<file path="config.mk">
export PLATFORM = sky130hd
export DESIGN_NAME = tdc_config_register_bank
export DESIGN_NICKNAME = d
export VERILOG_FILES = /design/src/tdc_cfg_pkg.sv /design/src/tdc_config_register_bank.sv /design/src/cfg_word_store.sv /design/src/soft_reset_seq.sv
export VERILOG_INCLUDE_DIRS = /design/src
export SDC_FILE = /design/constraint.sdc
export NUM_CORES = 1
export LEC_CHECK = 0
export CAP_MARGIN = 10
export CORE_MARGIN = 2
export CORE_UTILIZATION = 29
export CTS_BUF_LIST = sky130_fd_sc_hd__clkbuf_8
export DETAILED_ROUTE_END_ITERATION = 12
export DONT_BUFFER_PORTS = 1
export GPL_TIMING_DRIVEN = 0
export SYNTH_ARGS = -nofsm -noshare
export SYNTH_HDL_FRONTEND = slang
export SYNTH_HIERARCHICAL = 1
export SYNTH_SLANG_ARGS = --single-unit
export TNS_END_PERCENT = 100
</file>
<file path="constraint.sdc">
create_clock -name clk -period 14.1 [get_ports clk]
set_clock_uncertainty 0.05 [all_clocks]
set_input_delay 2.115 -clock clk [delete_from_list [all_inputs] [get_ports clk]]
set_output_delay 2.115 -clock clk [all_outputs]
set_load 0.01 [all_outputs]
</file>
<file path="src/tdc_cfg_consts.svh">
// constants of the time-converter configuration register bank
// assumes a 32-bit apb bus at 100 mhz and word-aligned registers
`ifndef TDC_CFG_CONSTS_SVH
`define TDC_CFG_CONSTS_SVH

// geometry
`define CFG_COUNT 7
`define CFG_W 32
`define ADDR_W 8
`define IDX_W 6
`define IDX_LSB 2
`define ALIGN_MSB 1

// register indices, byte address is four times the index
`define IDX_CFG0 6'h00
`define IDX_CFG_LAST 6'h06
`define IDX_CHECK_SRC 6'h01
`define IDX_CHECK 6'h05
`define IDX_CMD 6'h07
`define IDX_STATUS 6'h08

// field positions
`define ID_MSB 7
`define ID_LSB 0
`define TOP_MSB 31
`define TOP_LSB 24
`define FIRE_LO_MSB 31
`define FIRE_LO_LSB 28
`define FIRE_HI_MSB 10
`define FIRE_HI_LSB 8
`define CALPER_MSB 23
`define CALPER_LSB 22
`define FIRST_WAVE_BIT 30
`define AUTOCALC_BIT 31
`define DELAY_MSB 23
`define DELAY_LSB 8
`define STAT_BUSY_BIT 0
`define STAT_FW_BIT 1
`define STAT_WRITTEN_BIT 2

// reset values
`define RST_CFG0 32'h22066800
`define RST_CFG1 32'h55000000
`define RST_CFG2 32'h20000000
`define RST_CFG3 32'h18000000
`define RST_CFG4 32'h00000000
`define RST_CFG5 32'h00000000
`define RST_CFG6 32'h00000000
`define RD_ZERO 32'h00000000

// soft reset command and its hold time
`define SOFT_RESET_CODE 8'h50
`define CLK_PERIOD_NS 10
`define SOFT_RESET_NS 100
`define SOFT_RESET_CYCLES ((`SOFT_RESET_NS + `CLK_PERIOD_NS - 1) / `CLK_PERIOD_NS)
`define CNT_W 8

`endif

</file>
<file path="src/tdc_cfg_pkg.sv">
// types shared by the configuration register bank files
// assumes tdc_cfg_consts.svh is available on the include path
`include "tdc_cfg_consts.svh"

package tdc_cfg_pkg;
  typedef logic [`CFG_W-1:0] cfg_word_t;
  typedef logic [`IDX_W-1:0] reg_index_t;
  typedef logic [`CFG_COUNT*`CFG_W-1:0] cfg_bank_t;
  typedef logic [`CNT_W-1:0] count_t;
  typedef enum logic [0:0] {seq_idle, seq_busy} seq_state_e;
endpackage : tdc_cfg_pkg

</file>
<file path="src/tdc_config_register_bank.sv">
// apb register bank holding the operating mode of a two-channel
// time-to-digital converter, and the decoded fields it drives out
// assumes an apb master on clk; rst is the power-up reset pin path
//
// What this block does
// - there are seven configuration registers of 32 bits that set the operating mode.
// - the upper 24 bits of each register are written settings; only register 1's top byte (link check) and register 3's bit 30 (status word) read back.
// - the low 8 bits of each register are a free identifier that reads back.
// - a read of address 5 returns the top byte of register 1 as a link check.
// - bit 30 of register 3 selects first-wave mode, giving the delay fields of 3 and 4 their other meaning.
// - bits 30 and 31 of register 3 add functions while every other bit keeps its older layout.
// - register 0 holds the fire count in bits 28-31 and 8-10 (default 2) and the calibration periods in 22-23.
// - register 0 sits at address 0 with its low byte as the identifier.
//
// The register offsets and register access over APB were decided locally.
`timescale 1ns/1ps
`default_nettype none
`include "tdc_cfg_consts.svh"

module tdc_config_register_bank (
  input wire logic clk,
  input wire logic rst,
  input wire logic psel,
  input wire logic penable,
  input wire logic pwrite,
  input wire logic [`ADDR_W-1:0] paddr,
  input wire logic [`CFG_W-1:0] pwdata,
  output logic pready,
  output logic [`CFG_W-1:0] prdata,
  output logic pslverr,
  output logic [`CFG_W-1:0] config_word_0,
  output logic [`CFG_W-1:0] config_word_1,
  output logic [`CFG_W-1:0] config_word_2,
  output logic [`CFG_W-1:0] config_word_3,
  output logic [`CFG_W-1:0] config_word_4,
  output logic [`CFG_W-1:0] config_word_5,
  output logic [`CFG_W-1:0] config_word_6,
  output logic [6:0] fire_pulse_count,
  output logic [1:0] calibration_period_count,
  output logic first_wave_mode,
  output logic autocalc_enable,
  output logic [15:0] second_stop_delay,
  output logic [15:0] third_stop_delay,
  output logic soft_reset_busy
);

  // index of a register from a byte address
  function automatic tdc_cfg_pkg::reg_index_t index_of(input logic [`ADDR_W-1:0] a);
    return a[`ADDR_W-1:`IDX_LSB];
  endfunction : index_of

  // true for the seven configuration words
  function automatic logic is_cfg(input tdc_cfg_pkg::reg_index_t idx);
    return idx <= `IDX_CFG_LAST;
  endfunction : is_cfg

  // true for any register that answers without error
  function automatic logic is_mapped(input tdc_cfg_pkg::reg_index_t idx,
                                     input logic [`ADDR_W-1:0] a);
    logic aligned;
    aligned = (a[`ALIGN_MSB:0] == 2'h0);
    return aligned && (is_cfg(idx) || idx == `IDX_CMD || idx == `IDX_STATUS);
  endfunction : is_mapped

  // state held in this module
  tdc_cfg_pkg::cfg_bank_t words;
  tdc_cfg_pkg::cfg_word_t prdata_q;
  logic written_q;
  logic busy;

  // bus phase decode
  wire tdc_cfg_pkg::reg_index_t idx = index_of(paddr);
  wire mapped = is_mapped(idx, paddr);
  wire access = psel && penable;
  wire done = access && !busy; // completing edge of a transfer
  wire wr_done = done && pwrite && mapped;

  // writes split into configuration words and the reset command
  wire cfg_wr = wr_done && is_cfg(idx);
  wire cmd_wr = wr_done && (idx == `IDX_CMD);
  wire soft_reset = cmd_wr && (pwdata[`ID_MSB:`ID_LSB] == `SOFT_RESET_CODE);

  // the seven configuration words and their defaults
  cfg_word_store u_store (
    .clk(clk),
    .rst(rst),
    .clear(soft_reset),
    .wr_en(cfg_wr),
    .wr_index(idx),
    .wr_data(pwdata),
    .words(words)
  );

  // stalls the bus until the defaults have settled
  soft_reset_seq u_seq (
    .clk(clk),
    .rst(rst),
    .start(soft_reset),
    .busy(busy)
  );

  // word selection for outputs and readback
  wire tdc_cfg_pkg::cfg_word_t w0 = words[0*`CFG_W +: `CFG_W];
  wire tdc_cfg_pkg::cfg_word_t w1 = words[1*`CFG_W +: `CFG_W];
  wire tdc_cfg_pkg::cfg_word_t w2 = words[2*`CFG_W +: `CFG_W];
  wire tdc_cfg_pkg::cfg_word_t w3 = words[3*`CFG_W +: `CFG_W];
  wire tdc_cfg_pkg::cfg_word_t w4 = words[4*`CFG_W +: `CFG_W];
  wire tdc_cfg_pkg::cfg_word_t w5 = words[5*`CFG_W +: `CFG_W];
  wire tdc_cfg_pkg::cfg_word_t w6 = words[6*`CFG_W +: `CFG_W];
  wire tdc_cfg_pkg::cfg_word_t sel_word = words[idx*`CFG_W +: `CFG_W];

  // besides the status bits, only the identifier byte of a word and the top byte of word 1 may leave through the bus
  wire [`ID_MSB:`ID_LSB] id_byte = sel_word[`ID_MSB:`ID_LSB];
  wire [`TOP_MSB-`TOP_LSB:0] check_byte = w1[`TOP_MSB:`TOP_LSB];

  // status word: busy, first-wave active, written since reset
  wire tdc_cfg_pkg::cfg_word_t status_word = {
    29'h0000000,
    written_q,
    w3[`FIRST_WAVE_BIT],
    busy
  };

  // readback value; upper settings masked to zero except word 1's top byte at the link check and the status first-wave bit
  tdc_cfg_pkg::cfg_word_t rd_value;
  always_comb begin
    rd_value = `RD_ZERO;
    if (!mapped) begin
      rd_value = `RD_ZERO;
    end else if (idx == `IDX_CHECK) begin
      // link check byte low, own identifier in the next byte
      rd_value = {16'h0000, id_byte, check_byte};
    end else if (is_cfg(idx)) begin
      rd_value = {24'h000000, id_byte};
    end else if (idx == `IDX_STATUS) begin
      rd_value = status_word;
    end else begin
      rd_value = `RD_ZERO;
    end
  end

  // read data taken while selected, so it is stable in the access phase
  always_ff @(posedge clk or posedge rst) begin
    if (rst) begin
      prdata_q <= `RD_ZERO;
    end else if (psel) begin
      prdata_q <= rd_value;
    end
  end

  // sticky marker of host configuration; only a reset clears it
  always_ff @(posedge clk or posedge rst) begin
    if (rst) begin
      written_q <= 1'b0;
    end else if (cfg_wr) begin
      written_q <= 1'b1;
    end else if (soft_reset) begin
      written_q <= 1'b0;
    end
  end

  // handshake: no wait states except while a soft reset settles
  assign pready = access && !busy;
  assign pslverr = done && !mapped;
  assign prdata = prdata_q;
  assign soft_reset_busy = busy;

  // whole words to the converter core, straight from flops
  assign config_word_0 = w0;
  assign config_word_1 = w1;
  assign config_word_2 = w2;
  assign config_word_3 = w3;
  assign config_word_4 = w4;
  assign config_word_5 = w5;
  assign config_word_6 = w6;

  // fire count is split; high part at 8-10, low part at 28-31
  assign fire_pulse_count = {
    w0[`FIRE_HI_MSB:`FIRE_HI_LSB],
    w0[`FIRE_LO_MSB:`FIRE_LO_LSB]
  };
  assign calibration_period_count = w0[`CALPER_MSB:`CALPER_LSB];

  // the two added functions of register 3
  assign first_wave_mode = w3[`FIRST_WAVE_BIT];
  assign autocalc_enable = w3[`AUTOCALC_BIT];

  // delay fields keep their bits; the core reads them per first_wave_mode
  assign second_stop_delay = w3[`DELAY_MSB:`DELAY_LSB];
  assign third_stop_delay = w4[`DELAY_MSB:`DELAY_LSB];

endmodule : tdc_config_register_bank
`default_nettype wire

</file>
<file path="src/cfg_word_store.sv">
// storage for the seven configuration words with their defaults
// assumes writes come already decoded from the bus slave on the same clock
`timescale 1ns/1ps
`default_nettype none
`include "tdc_cfg_consts.svh"

module cfg_word_store (
  input wire logic clk,
  input wire logic rst,
  input wire logic clear,
  input wire logic wr_en,
  input wire tdc_cfg_pkg::reg_index_t wr_index,
  input wire tdc_cfg_pkg::cfg_word_t wr_data,
  output tdc_cfg_pkg::cfg_bank_t words
);

  // default per word, used by both resets
  function automatic tdc_cfg_pkg::cfg_word_t default_word(input int idx);
    tdc_cfg_pkg::cfg_word_t w;
    case (idx)
      0: w = `RST_CFG0;
      1: w = `RST_CFG1;
      2: w = `RST_CFG2;
      3: w = `RST_CFG3;
      4: w = `RST_CFG4;
      5: w = `RST_CFG5;
      default: w = `RST_CFG6;
    endcase
    return w;
  endfunction : default_word

  // one flop word per register; the soft clear wins over a write
  genvar gi;
  generate
    for (gi = 0; gi < `CFG_COUNT; gi = gi + 1) begin : g_word
      // elaboration-time constant, so the async reset branch loads a fixed value
      localparam tdc_cfg_pkg::cfg_word_t reset_word = default_word(gi);
      tdc_cfg_pkg::cfg_word_t word_q;
      wire hit = wr_en && (wr_index == tdc_cfg_pkg::reg_index_t'(gi));
      always_ff @(posedge clk or posedge rst) begin
        if (rst) begin
          word_q <= reset_word;
        end else if (clear) begin
          word_q <= reset_word;
        end else if (hit) begin
          word_q <= wr_data;
        end
      end
      assign words[gi*`CFG_W +: `CFG_W] = word_q;
    end
  endgenerate

endmodule : cfg_word_store
`default_nettype wire

</file>
<file path="src/soft_reset_seq.sv">
// holds the bank busy for a fixed time after a soft reset command
// assumes start is a one-cycle pulse on the bank clock
`timescale 1ns/1ps
`default_nettype none
`include "tdc_cfg_consts.svh"

module soft_reset_seq (
  input wire logic clk,
  input wire logic rst,
  input wire logic start,
  output logic busy
);

  tdc_cfg_pkg::seq_state_e state_q;
  tdc_cfg_pkg::seq_state_e state_d;
  tdc_cfg_pkg::count_t count_q;
  tdc_cfg_pkg::count_t count_d;
  wire tdc_cfg_pkg::count_t hold_cycles = tdc_cfg_pkg::count_t'(`SOFT_RESET_CYCLES);

  // count down the hold time, restart on a fresh command
  always_comb begin
    state_d = state_q;
    count_d = count_q;
    case (state_q)
      tdc_cfg_pkg::seq_idle: begin
        if (start) begin
          state_d = tdc_cfg_pkg::seq_busy;
          count_d = hold_cycles;
        end
      end
      default: begin
        if (start) begin
          count_d = hold_cycles;
        end else if (count_q <= tdc_cfg_pkg::count_t'(1)) begin
          state_d = tdc_cfg_pkg::seq_idle;
          count_d = '0;
        end else begin
          count_d = count_q - tdc_cfg_pkg::count_t'(1);
        end
      end
    endcase
  end

  always_ff @(posedge clk or posedge rst) begin
    if (rst) begin
      state_q <= tdc_cfg_pkg::seq_idle;
      count_q <= '0;
    end else begin
      state_q <= state_d;
      count_q <= count_d;
    end
  end

  assign busy = (state_q == tdc_cfg_pkg::seq_busy);

endmodule : soft_reset_seq
`default_nettype wire

</file>
==> results of run 1 <==
-- layout make-up --
| cell class | count | area [um^2] |
|---|---|---|
| plain buffers | 122 | 796 |
| clock buffers | 55 | 757 |
| clock inverters | 25 | 272 |
| fillers | 4184 | 27800 |
| inverters | 20 | 82.6 |
| multi-input cells | 663 | 5110 |
| flip-flops and latches | 250 | 6270 |
| well taps | 539 | 674 |
| repair buffers | 1 | 27.5 |
-- where the power goes --
group	switching (mW)	internal, mW
registers	0.000346	0.718
clock network	0.327	0.464
logic	0.0380	0.0126
-- logic make-up (layout without fill, tap and decap cells) --
family | Yosys count | count (layout) | share of synthesized area (%)
flip-flops | 250 | 250 | 51.4
AND/OR/NAND/NOR | 332 | 332 | 16.7
multiplexers | 242 | 242 | 20.5
adder cells (fa/ha/maj) | 2 | 2 | 0.205
XOR/XNOR | 2 | 2 | 0.144
buffers and inverters | 142 | 223 | 7.14
AO/OA/AOI/OAI | 69 | 69 | 3.88
other | 1 | 16 | 0.0307
-- per-layer routing --
layer | vias up | global-route usage, % | routed length (um)
li1 | 3577 | - | -
met1 | 3979 | 22.7 | 16700
met2 | 348 | 30.6 | 19700
met3 | 73 | 6.99 | 4200
met4 | 0 | 8.45 | 1540
met5 | - | 0 | 0
-- state kept, by name, summed over array words and instances, names as in the netlist --
name                   flops
u_store/g_word.word_q    224
prdata                    16
u_seq/count_q              8
u_seq/busy                 1
written_q                  1
-- worst max-delay path, cell delays in order --
cell	delay (ns)
clkbuf_1	0.32
and3b_1	0.29
a21boi_0	0.37
-- cells in the final DEF, fill, tap and decap left out, types with 6 or more instances in the layout --
cell,instances
a211o_1,6
a21boi_0,7
a21oi_1,11
buf_2,19
buf_4,61
buf_6,7
bufinv_16,6
clkbuf_1,33
clkbuf_8,55
clkinv_2,6
conb_1,16
dfrtp_1,236
dfstp_2,14
inv_1,29
mux2i_1,235
mux4_2,6
nand2_1,16
nand2b_1,246
nand3_1,6
nor2_1,22
nor2b_1,7
nor3_1,6
o21ai_0,12
o22ai_1,13
-- metrics by stage --
stage	area, um^2	total power, mW	setup slack [ns]	util [%]	instances
2_1_floorplan	12300	0.767	5.82	-	1055
3_5_place_dp	13000	0.784	8.32	31.0	1595
3_3_place_gp	12900	0.782	2.94	31.0	1594
4_1_cts	14000	1.58	8.83	33.5	1675
5_1_grt	14000	1.62	8.69	33.5	1675
6_report	14000	1.56	8.83	33.5	1675
-- final timing paths --
path                                                            end
max in group asynchronous  u_store/g_word[5].word_q[13]$_DFFE_PP0P_
setup reg to reg           u_store/g_word[4].word_q[27]$_DFFE_PP0P_
setup / recovery                                            pslverr
min in group asynchronous              u_seq/count_q[2]$_DFFE_PP0P_
hold / removal                         u_seq/count_q[7]$_DFFE_PP0P_
hold reg to reg                        u_seq/count_q[7]$_DFFE_PP0P_
==> qor.yml, run 1 <==
status: "completed"
ys_ff_latch: 250
track_usage_pct: 19.0
tightest_slew_ns: 0.853
cts_resized: 0
hold_class: "reg -> reg"
h-tree-depth: 2
gp_congestion: 0.835
fin_hold_ws_ns: 0.454
rsz0062_at_grt: "false"
grt_overflow_total: 0
powerDensity_mw_per_mm2: 111
synth_top_area_cell: "dfrtp_1"
grt_first_pass_wirelength_um: 60000
ys_seq_area_share_pct: 51.4
cts_sinks: 250
synthFlopType: "dfrtp_1"
min_path_cells: 2
antenna_found_initial: 1
cts_root_buf: "clkbuf_8"
grt_max_degree: 116
ant_nets: 0
ys_types: 55
clock_latency_ns: 0.59
peakVddDrop_uv: 74.7
coreArea_mm2: 0.0418
drt_wl_total_um: 42100
r2r_cells: 7
clk_path_buf_depth: 3
synthArstFlopShare_pct: 100
area_growth_pct: 14.7
synthesis.area_mm2: 0.0122
placementRows: 75
die_h_um: 209
r2r-start: "u_seq/busy$_DFF_PP0_"
cts_tree: "yes"
synth_most_common_cell: "nand2b_1"
vias: 7977
io_pins: 347
worstSetupPathType: "in -> out"
hold_violations: 0
fmax_mhz: 190
antenna_cells: 0
relSlewSlack_pct: 43.1
cts_setup_buffers: 0
post-dp-hpwl_um: 30000
synth_top_cell_area_share_pct: 48.4
drt-vias-per-instance: 4.76
hp-start: "u_seq/count_q[7]$_DFFE_PP0P_"
drtIter0Drc: 363
dieWidth_um: 209
ctsHoldBuffers: 0
report.final.slew_viol_count: 0
r2r_slack_ns: 10.56
synth_edf_count: 0
post-route-min-period_ns: 5.27
required_ns: 11.94
power_leakage_nw: 7.42
synth_common_cells: "nand2b_1 (246), dfrtp_1 (236), mux2i_1 (235)"
wl_per_cell_um: 25.1
nets: 1150
syn-instance-count: 1040
cts.clk_slew.worst_paths_ns: 0.06
cts_made_buffers: 45
cp-start-kind: "input pin"
yosys_warnings: 6
startpoint: "psel"
initial_core_util_pct: 29.2
syn_avg_cell_area_um2: 11.7
fin_setup_tns_ns: 0
netlist_top_cells_area: "dfrtp_1 (48%), mux2i_1 (19%), nand2b_1 (13%), buf_4 (3.8%), dfstp_2 (3.0%)"
max_cap_viol_count: 0
numPortBuffers: 0
firstDrtPassIters: 4
drc_errors: 0
drive_gt1_share_pct: 17.0
cp_max_fo: 10
grt_pass1_vias: 8317
die_area_mm2: 0.0437
post-route-period-util_pct: 37.4
worstSetupEndpointType: "output pin"
crit_arrival_ns: 3.10
setup_violations: 0
Power figures use the tool's default switching activity.
==> inputs of run 2 (changes only) <==
clock period = 5.25 ns   (was 14.1 ns; I/O delays follow)
==> qor.yml, run 2 (synthesized netlist as in run 1, its figures left out) <==
final_util_pct: 33.7
drtIter0Drc: 432
ant_nets: 0
cts_tree: "yes"
crit_family: "buffers and inverters"
most-common-layout-cells: "nand2b_1 (246), dfrtp_1 (236), mux2i_1 (235)"
swShare_pct: 23.8
cp_slowest_cell: "nor4_2"
combPwrFrac_pct: 3.5
ctsHoldBuffers: 1
post-route-period-util_pct: 72.1
gp_congestion: 0.859
tightest_slew_ns: 0.806
power_leakage_nw: 7.48
drive_gt1_share_pct: 17.4
worstSetupEndpointType: "flop"
post-route-min-period_ns: 3.78
vias: 8110
seqPwrFrac_pct: 46.8
dieWidth_um: 209
design_area_mm2: 0.0141
status: "completed"
multi_input_comb_area_mm2: 0.00511
io_pins: 347
fmax_mhz: 264
drc_errors: 0
drt_wl_total_um: 42500
cts.clk_slew.worst_paths_ns: 0.07
cts_resized: 0
track_usage_pct: 19.3
clock_latency_ns: 0.60
area_growth_pct: 15.5
relSlewSlack_pct: 46.3
rsz0062_at_grt: "false"
fin_setup_tns_ns: 0
cp_max_fo: 10
hold_class: "in -> async"
firstDrtPassIters: 5
regArea_mm2: 0.00627
wl_per_cell_um: 25.2
required_ns: 5.65
h-tree-depth: 2
die_h_um: 209
die_area_mm2: 0.0437
finalNonFillerCells: 1688
report.final.slew_viol_count: 0
worstSetupPathType: "in -> reg"
path_cells: "buf_4 -> buf_6 -> o31ai_2 -> nand2_1 -> nor4_2 -> clkbuf_1 -> clkbuf_1 -> clkbuf_1 -> nand2b_1 -> mux2i_1"
grt_pass1_vias: 8631
crit_arrival_ns: 4.19
crit_top_cell: "clkbuf_1"
coreArea_mm2: 0.0418
cts_made_buffers: 46
antenna_found_initial: 0
initial_core_util_pct: 29.2
pwr-share-clk_pct: 49.7
grt_overflow_total: 0
post-dp-hpwl_um: 30600
nets: 1157
clk_path_buf_depth: 3
largest_register: "u_store/g_word.word_q"
final_common_cell: "nand2b_1"
p_sw_uw: 981
numPortBuffers: 0
powerDensity_mw_per_mm2: 293
fin_hold_ws_ns: 0.123
dp_slack_ns: 0.697
slowest_delay_ns: 0.66
p_int_mw: 3.15
largest_reg_flops: 224
critPathBufInv: 5
setup_violations: 0
peakVddDrop_uv: 160
cp-start-kind: "input pin"
hold_violations: 0
grt_first_pass_wirelength_um: 61200
dpl-instance-area_mm2: 0.0131
cts_sinks: 250
p_total_mw: 4.13
grt_max_degree: 42
drt-vias-per-instance: 4.80
cts_setup_buffers: 0
placementRows: 75
max_cap_viol_count: 0
post-place-cells: 1600
fillers: 4166
setup_ws_ns: 1.47
cts_root_buf: "clkbuf_8"
## run 2: routing by layer
layer  wire length, um  vias up  GRT usage [%]
li1                  -     3598              -
met1             17100     4095           22.7
met2             20500      348           32.3
met3              3720       69           7.00
met4              1220        0           7.02
met5                 0        -              0
## run 2: final timing paths
check	start	end	slack, ns	cells after the start
max	paddr[2]	u_store/g_word[2].word_q[30]$_DFFE_PP0P_	1.47	10
min	rst	prdata[12]$_DFFE_PP0P_	0.12	1
max reg2reg	u_seq/busy$_DFF_PP0_	u_store/g_word[2].word_q[30]$_DFFE_PP0P_	1.71	7
min reg2reg	u_seq/count_q[7]$_DFFE_PP0P_	u_seq/count_q[7]$_DFFE_PP0P_	0.46	2
max in group asynchronous	rst	u_store/g_word[0].word_q[13]$_DFFE_PP1P_	3.59	4
min in group clk	pwdata[17]	u_store/g_word[0].word_q[17]$_DFFE_PP1P_	0.26	1
## run 2: layout make-up
type                       count  share of cell area [%]
antenna                        1                  0.0178
timing repair buffer           7                   0.924
multi-input combinational    663                    36.3
tap                          539                    4.79
clock buffer                  60                    5.86
sequential                   250                    44.5
clock inverter                26                    1.39
buffer                       122                    5.65
inverter                      20                   0.560
## run 2: power groups by stage
stage / Combinational (mW) / Clock [mW] / Sequential [mW]
after detailed placement: 0.149 / 0 / 1.96
after floorplan: 0.0963 / 0 / 1.96
after CTS: 0.151 / 2.12 / 1.93
after global placement: 0.137 / 0 / 1.96
final: 0.146 / 2.05 / 1.93
after global routing: 0.162 / 2.20 / 1.93
## run 2: worst reg2reg max path, delay by kind of cell, from the launching register on
kind          cells  cell delay (ns)
buf+inv           3             1.62
simple gates      3             1.13
flops             1             0.54
mux               1             0.07
==> inputs of run 3 (changes only) <==
clock period = 3.4 ns   (was 5.25 ns; I/O delays follow)
==> qor.yml, run 3 (synthesized netlist as in run 1, its figures left out) <==
gp_congestion: 0.859
most-common-layout-cells: "nand2b_1 (246), dfrtp_1 (236), mux2i_1 (235)"
power_leakage_nw: 7.60
cts_tree: "yes"
final_common_cell: "nand2b_1"
hold_violations: 0
fmax_mhz: 308
pwr-share-clk_pct: 49.6
fillers: 4164
max_cap_viol_count: 0
hp-start: "pwdata[28]"
combPwrFrac_pct: 3.8
coreArea_mm2: 0.0418
min_path_cells: 2
dieWidth_um: 209
largest_register: "u_store/g_word.word_q"
dp_slack_ns: -0.875
grt_first_pass_wirelength_um: 61600
worstSetupPathType: "reg -> reg"
post-place-cells: 1600
report.final.slew_viol_count: 0
grt_max_degree: 42
post-route-min-period_ns: 3.25
h-tree-depth: 2
grt_overflow_total: 0
cts_sinks: 250
seqPwrFrac_pct: 46.7
swShare_pct: 23.8
peakVddDrop_uv: 245
fin_hold_ws_ns: 0.174
setup_violations: 0
nets: 1169
numPortBuffers: 0
io_pins: 347
die_h_um: 209
post-dp-hpwl_um: 30600
reg2reg_to: "u_store/g_word[2].word_q[1]$_DFFE_PP0P_"
vias: 8193
tightest_slew_ns: 0.803
powerDensity_mw_per_mm2: 449
p_sw_mw: 1.52
drt_wl_total_um: 42700
cts_setup_buffers: 0
placementRows: 75
cp_max_fo: 10
worstSetupEndpointType: "flop"
clk_path_buf_depth: 3
die_area_mm2: 0.0437
p_int_mw: 4.87
clock_latency_ns: 0.60
cts_root_buf: "clkbuf_8"
track_usage_pct: 19.4
firstDrtPassIters: 5
r2r_slack_ns: 0.15
drive_gt1_share_pct: 18.6
drtIter0Drc: 420
r2r_cells: 7
whs_endpoint: "u_store/g_word[6].word_q[28]$_DFFE_PP0P_"
area_growth_pct: 16.7
antenna_found_initial: 1
drt-vias-per-instance: 4.82
crit_arrival_ns: 3.66
grt_pass1_vias: 8706
required_ns: 3.80
relSlewSlack_pct: 45.9
setup_ws_ns: 0.148
r2r-start: "u_seq/busy$_DFF_PP0_"
hold_class: "in -> reg"
status: "completed"
initial_core_util_pct: 29.2
wl_per_cell_um: 25.1
largest_reg_flops: 224
cts_made_buffers: 46
finalNonFillerCells: 1700
rsz0062_at_grt: "false"
cp-start-kind: "flop"
ant_nets: 0
drc_errors: 0
cts.clk_slew.worst_paths_ns: 0.06
post-route-period-util_pct: 95.6
==> run 3: cell types whose count changed in the layout (fill, tap and decap cells not counted), sizes merged <==
cell / delta
dlygate4sd3: +12
==> run 3: how the worst max path moves through the flow <==
| stage | start | to | slack, ns | cells past startpoint |
|---|---|---|---|---|
| finish | u_seq/busy$_DFF_PP0_ | u_store/g_word[2].word_q[1]$_DFFE_PP0P_ | 0.15 | 7 |
| global route | u_seq/busy$_DFF_PP0_ | u_store/g_word[2].word_q[7]$_DFFE_PP0P_ | 0.02 | 7 |
| CTS | u_seq/busy$_DFF_PP0_ | u_store/g_word[2].word_q[18]$_DFFE_PP0P_ | 0.08 | 7 |
| detailed placement | paddr[2] | u_store/g_word[6].word_q[4]$_DFFE_PP0P_ | -0.88 | 10 |
| global placement | rst | u_store/g_word[0].word_q[10]$_DFFE_PP0P_ | -1.56 | 1 |
| floorplan | rst | u_store/g_word[0].word_q[0]$_DFFE_PP0P_ | -0.07 | 1 |
==> run 3: worst max-delay path: stages, from the launching register on <==
cell	delay [ns]
dfrtp_1	0.53
nand3b_1	0.33
nor3_1	0.30
nor3b_1	0.56
buf_2	0.37
nand3_1	0.40
buf_2	0.41
mux2i_1	0.17
==> run 3: repair_timing <==
| item | 4_1_cts | 5_1_grt |
|---|---|---|
| endpoints found under the setup margin | 161 | 46 |
| hold buffers | 13 | 0 |
| resized for setup | 16 | 1 |
| hold endpoints to repair | 55 | 0 |
==> run 3: layer usage <==
metal  global-route usage, %  vias to the layer above  wire [um]  part of all wire, %
met5                       0                        -          0                    0
met4                    6.55                        0       1080                  2.5
met3                    6.99                       64       3710                  8.7
met2                    32.6                      341      20600                   48
met1                    22.8                     4174      17300                   40
li1                        -                     3614          -                    -
==> run 3: area by class of cell <==
type,count,area (um^2),share of cell area (%)
flip-flops and latches,250,6270,44.1
multi-input cells,663,5120,36.0
clock buffers,60,826,5.80
plain buffers,122,816,5.73
well taps,539,674,4.74
repair buffers,19,250,1.76
clock inverters,26,196,1.38
inverters,20,78.8,0.554
diodes,1,2.50,0.0176
==> run 3: power by group through the flow <==
stage	Combinational [mW]	Clock, mW	Sequential, mW
6_report	0.240	3.17	2.98
5_1_grt	0.265	3.39	2.98
4_1_cts	0.247	3.27	2.98
2_1_floorplan	0.149	0	3.03
3_5_place_dp	0.231	0	3.03
3_3_place_gp	0.212	0	3.03
==> run 3: per-stage QoR <==
| step | cell area, um^2 | utilization [%] | power (mW) | TNS, ns |
|---|---|---|---|---|
| final | 14200 | 34.1 | 6.39 | 0 |
| after global routing | 14200 | 34.1 | 6.63 | 0 |
| after detailed placement | 13100 | 31.3 | 3.26 | -147.44 |
| after global placement | 12900 | 31.0 | 3.25 | -462.98 |
| after CTS | 14200 | 34.1 | 6.50 | 0 |
| after floorplan | 12300 | - | 3.18 | -15.25 |
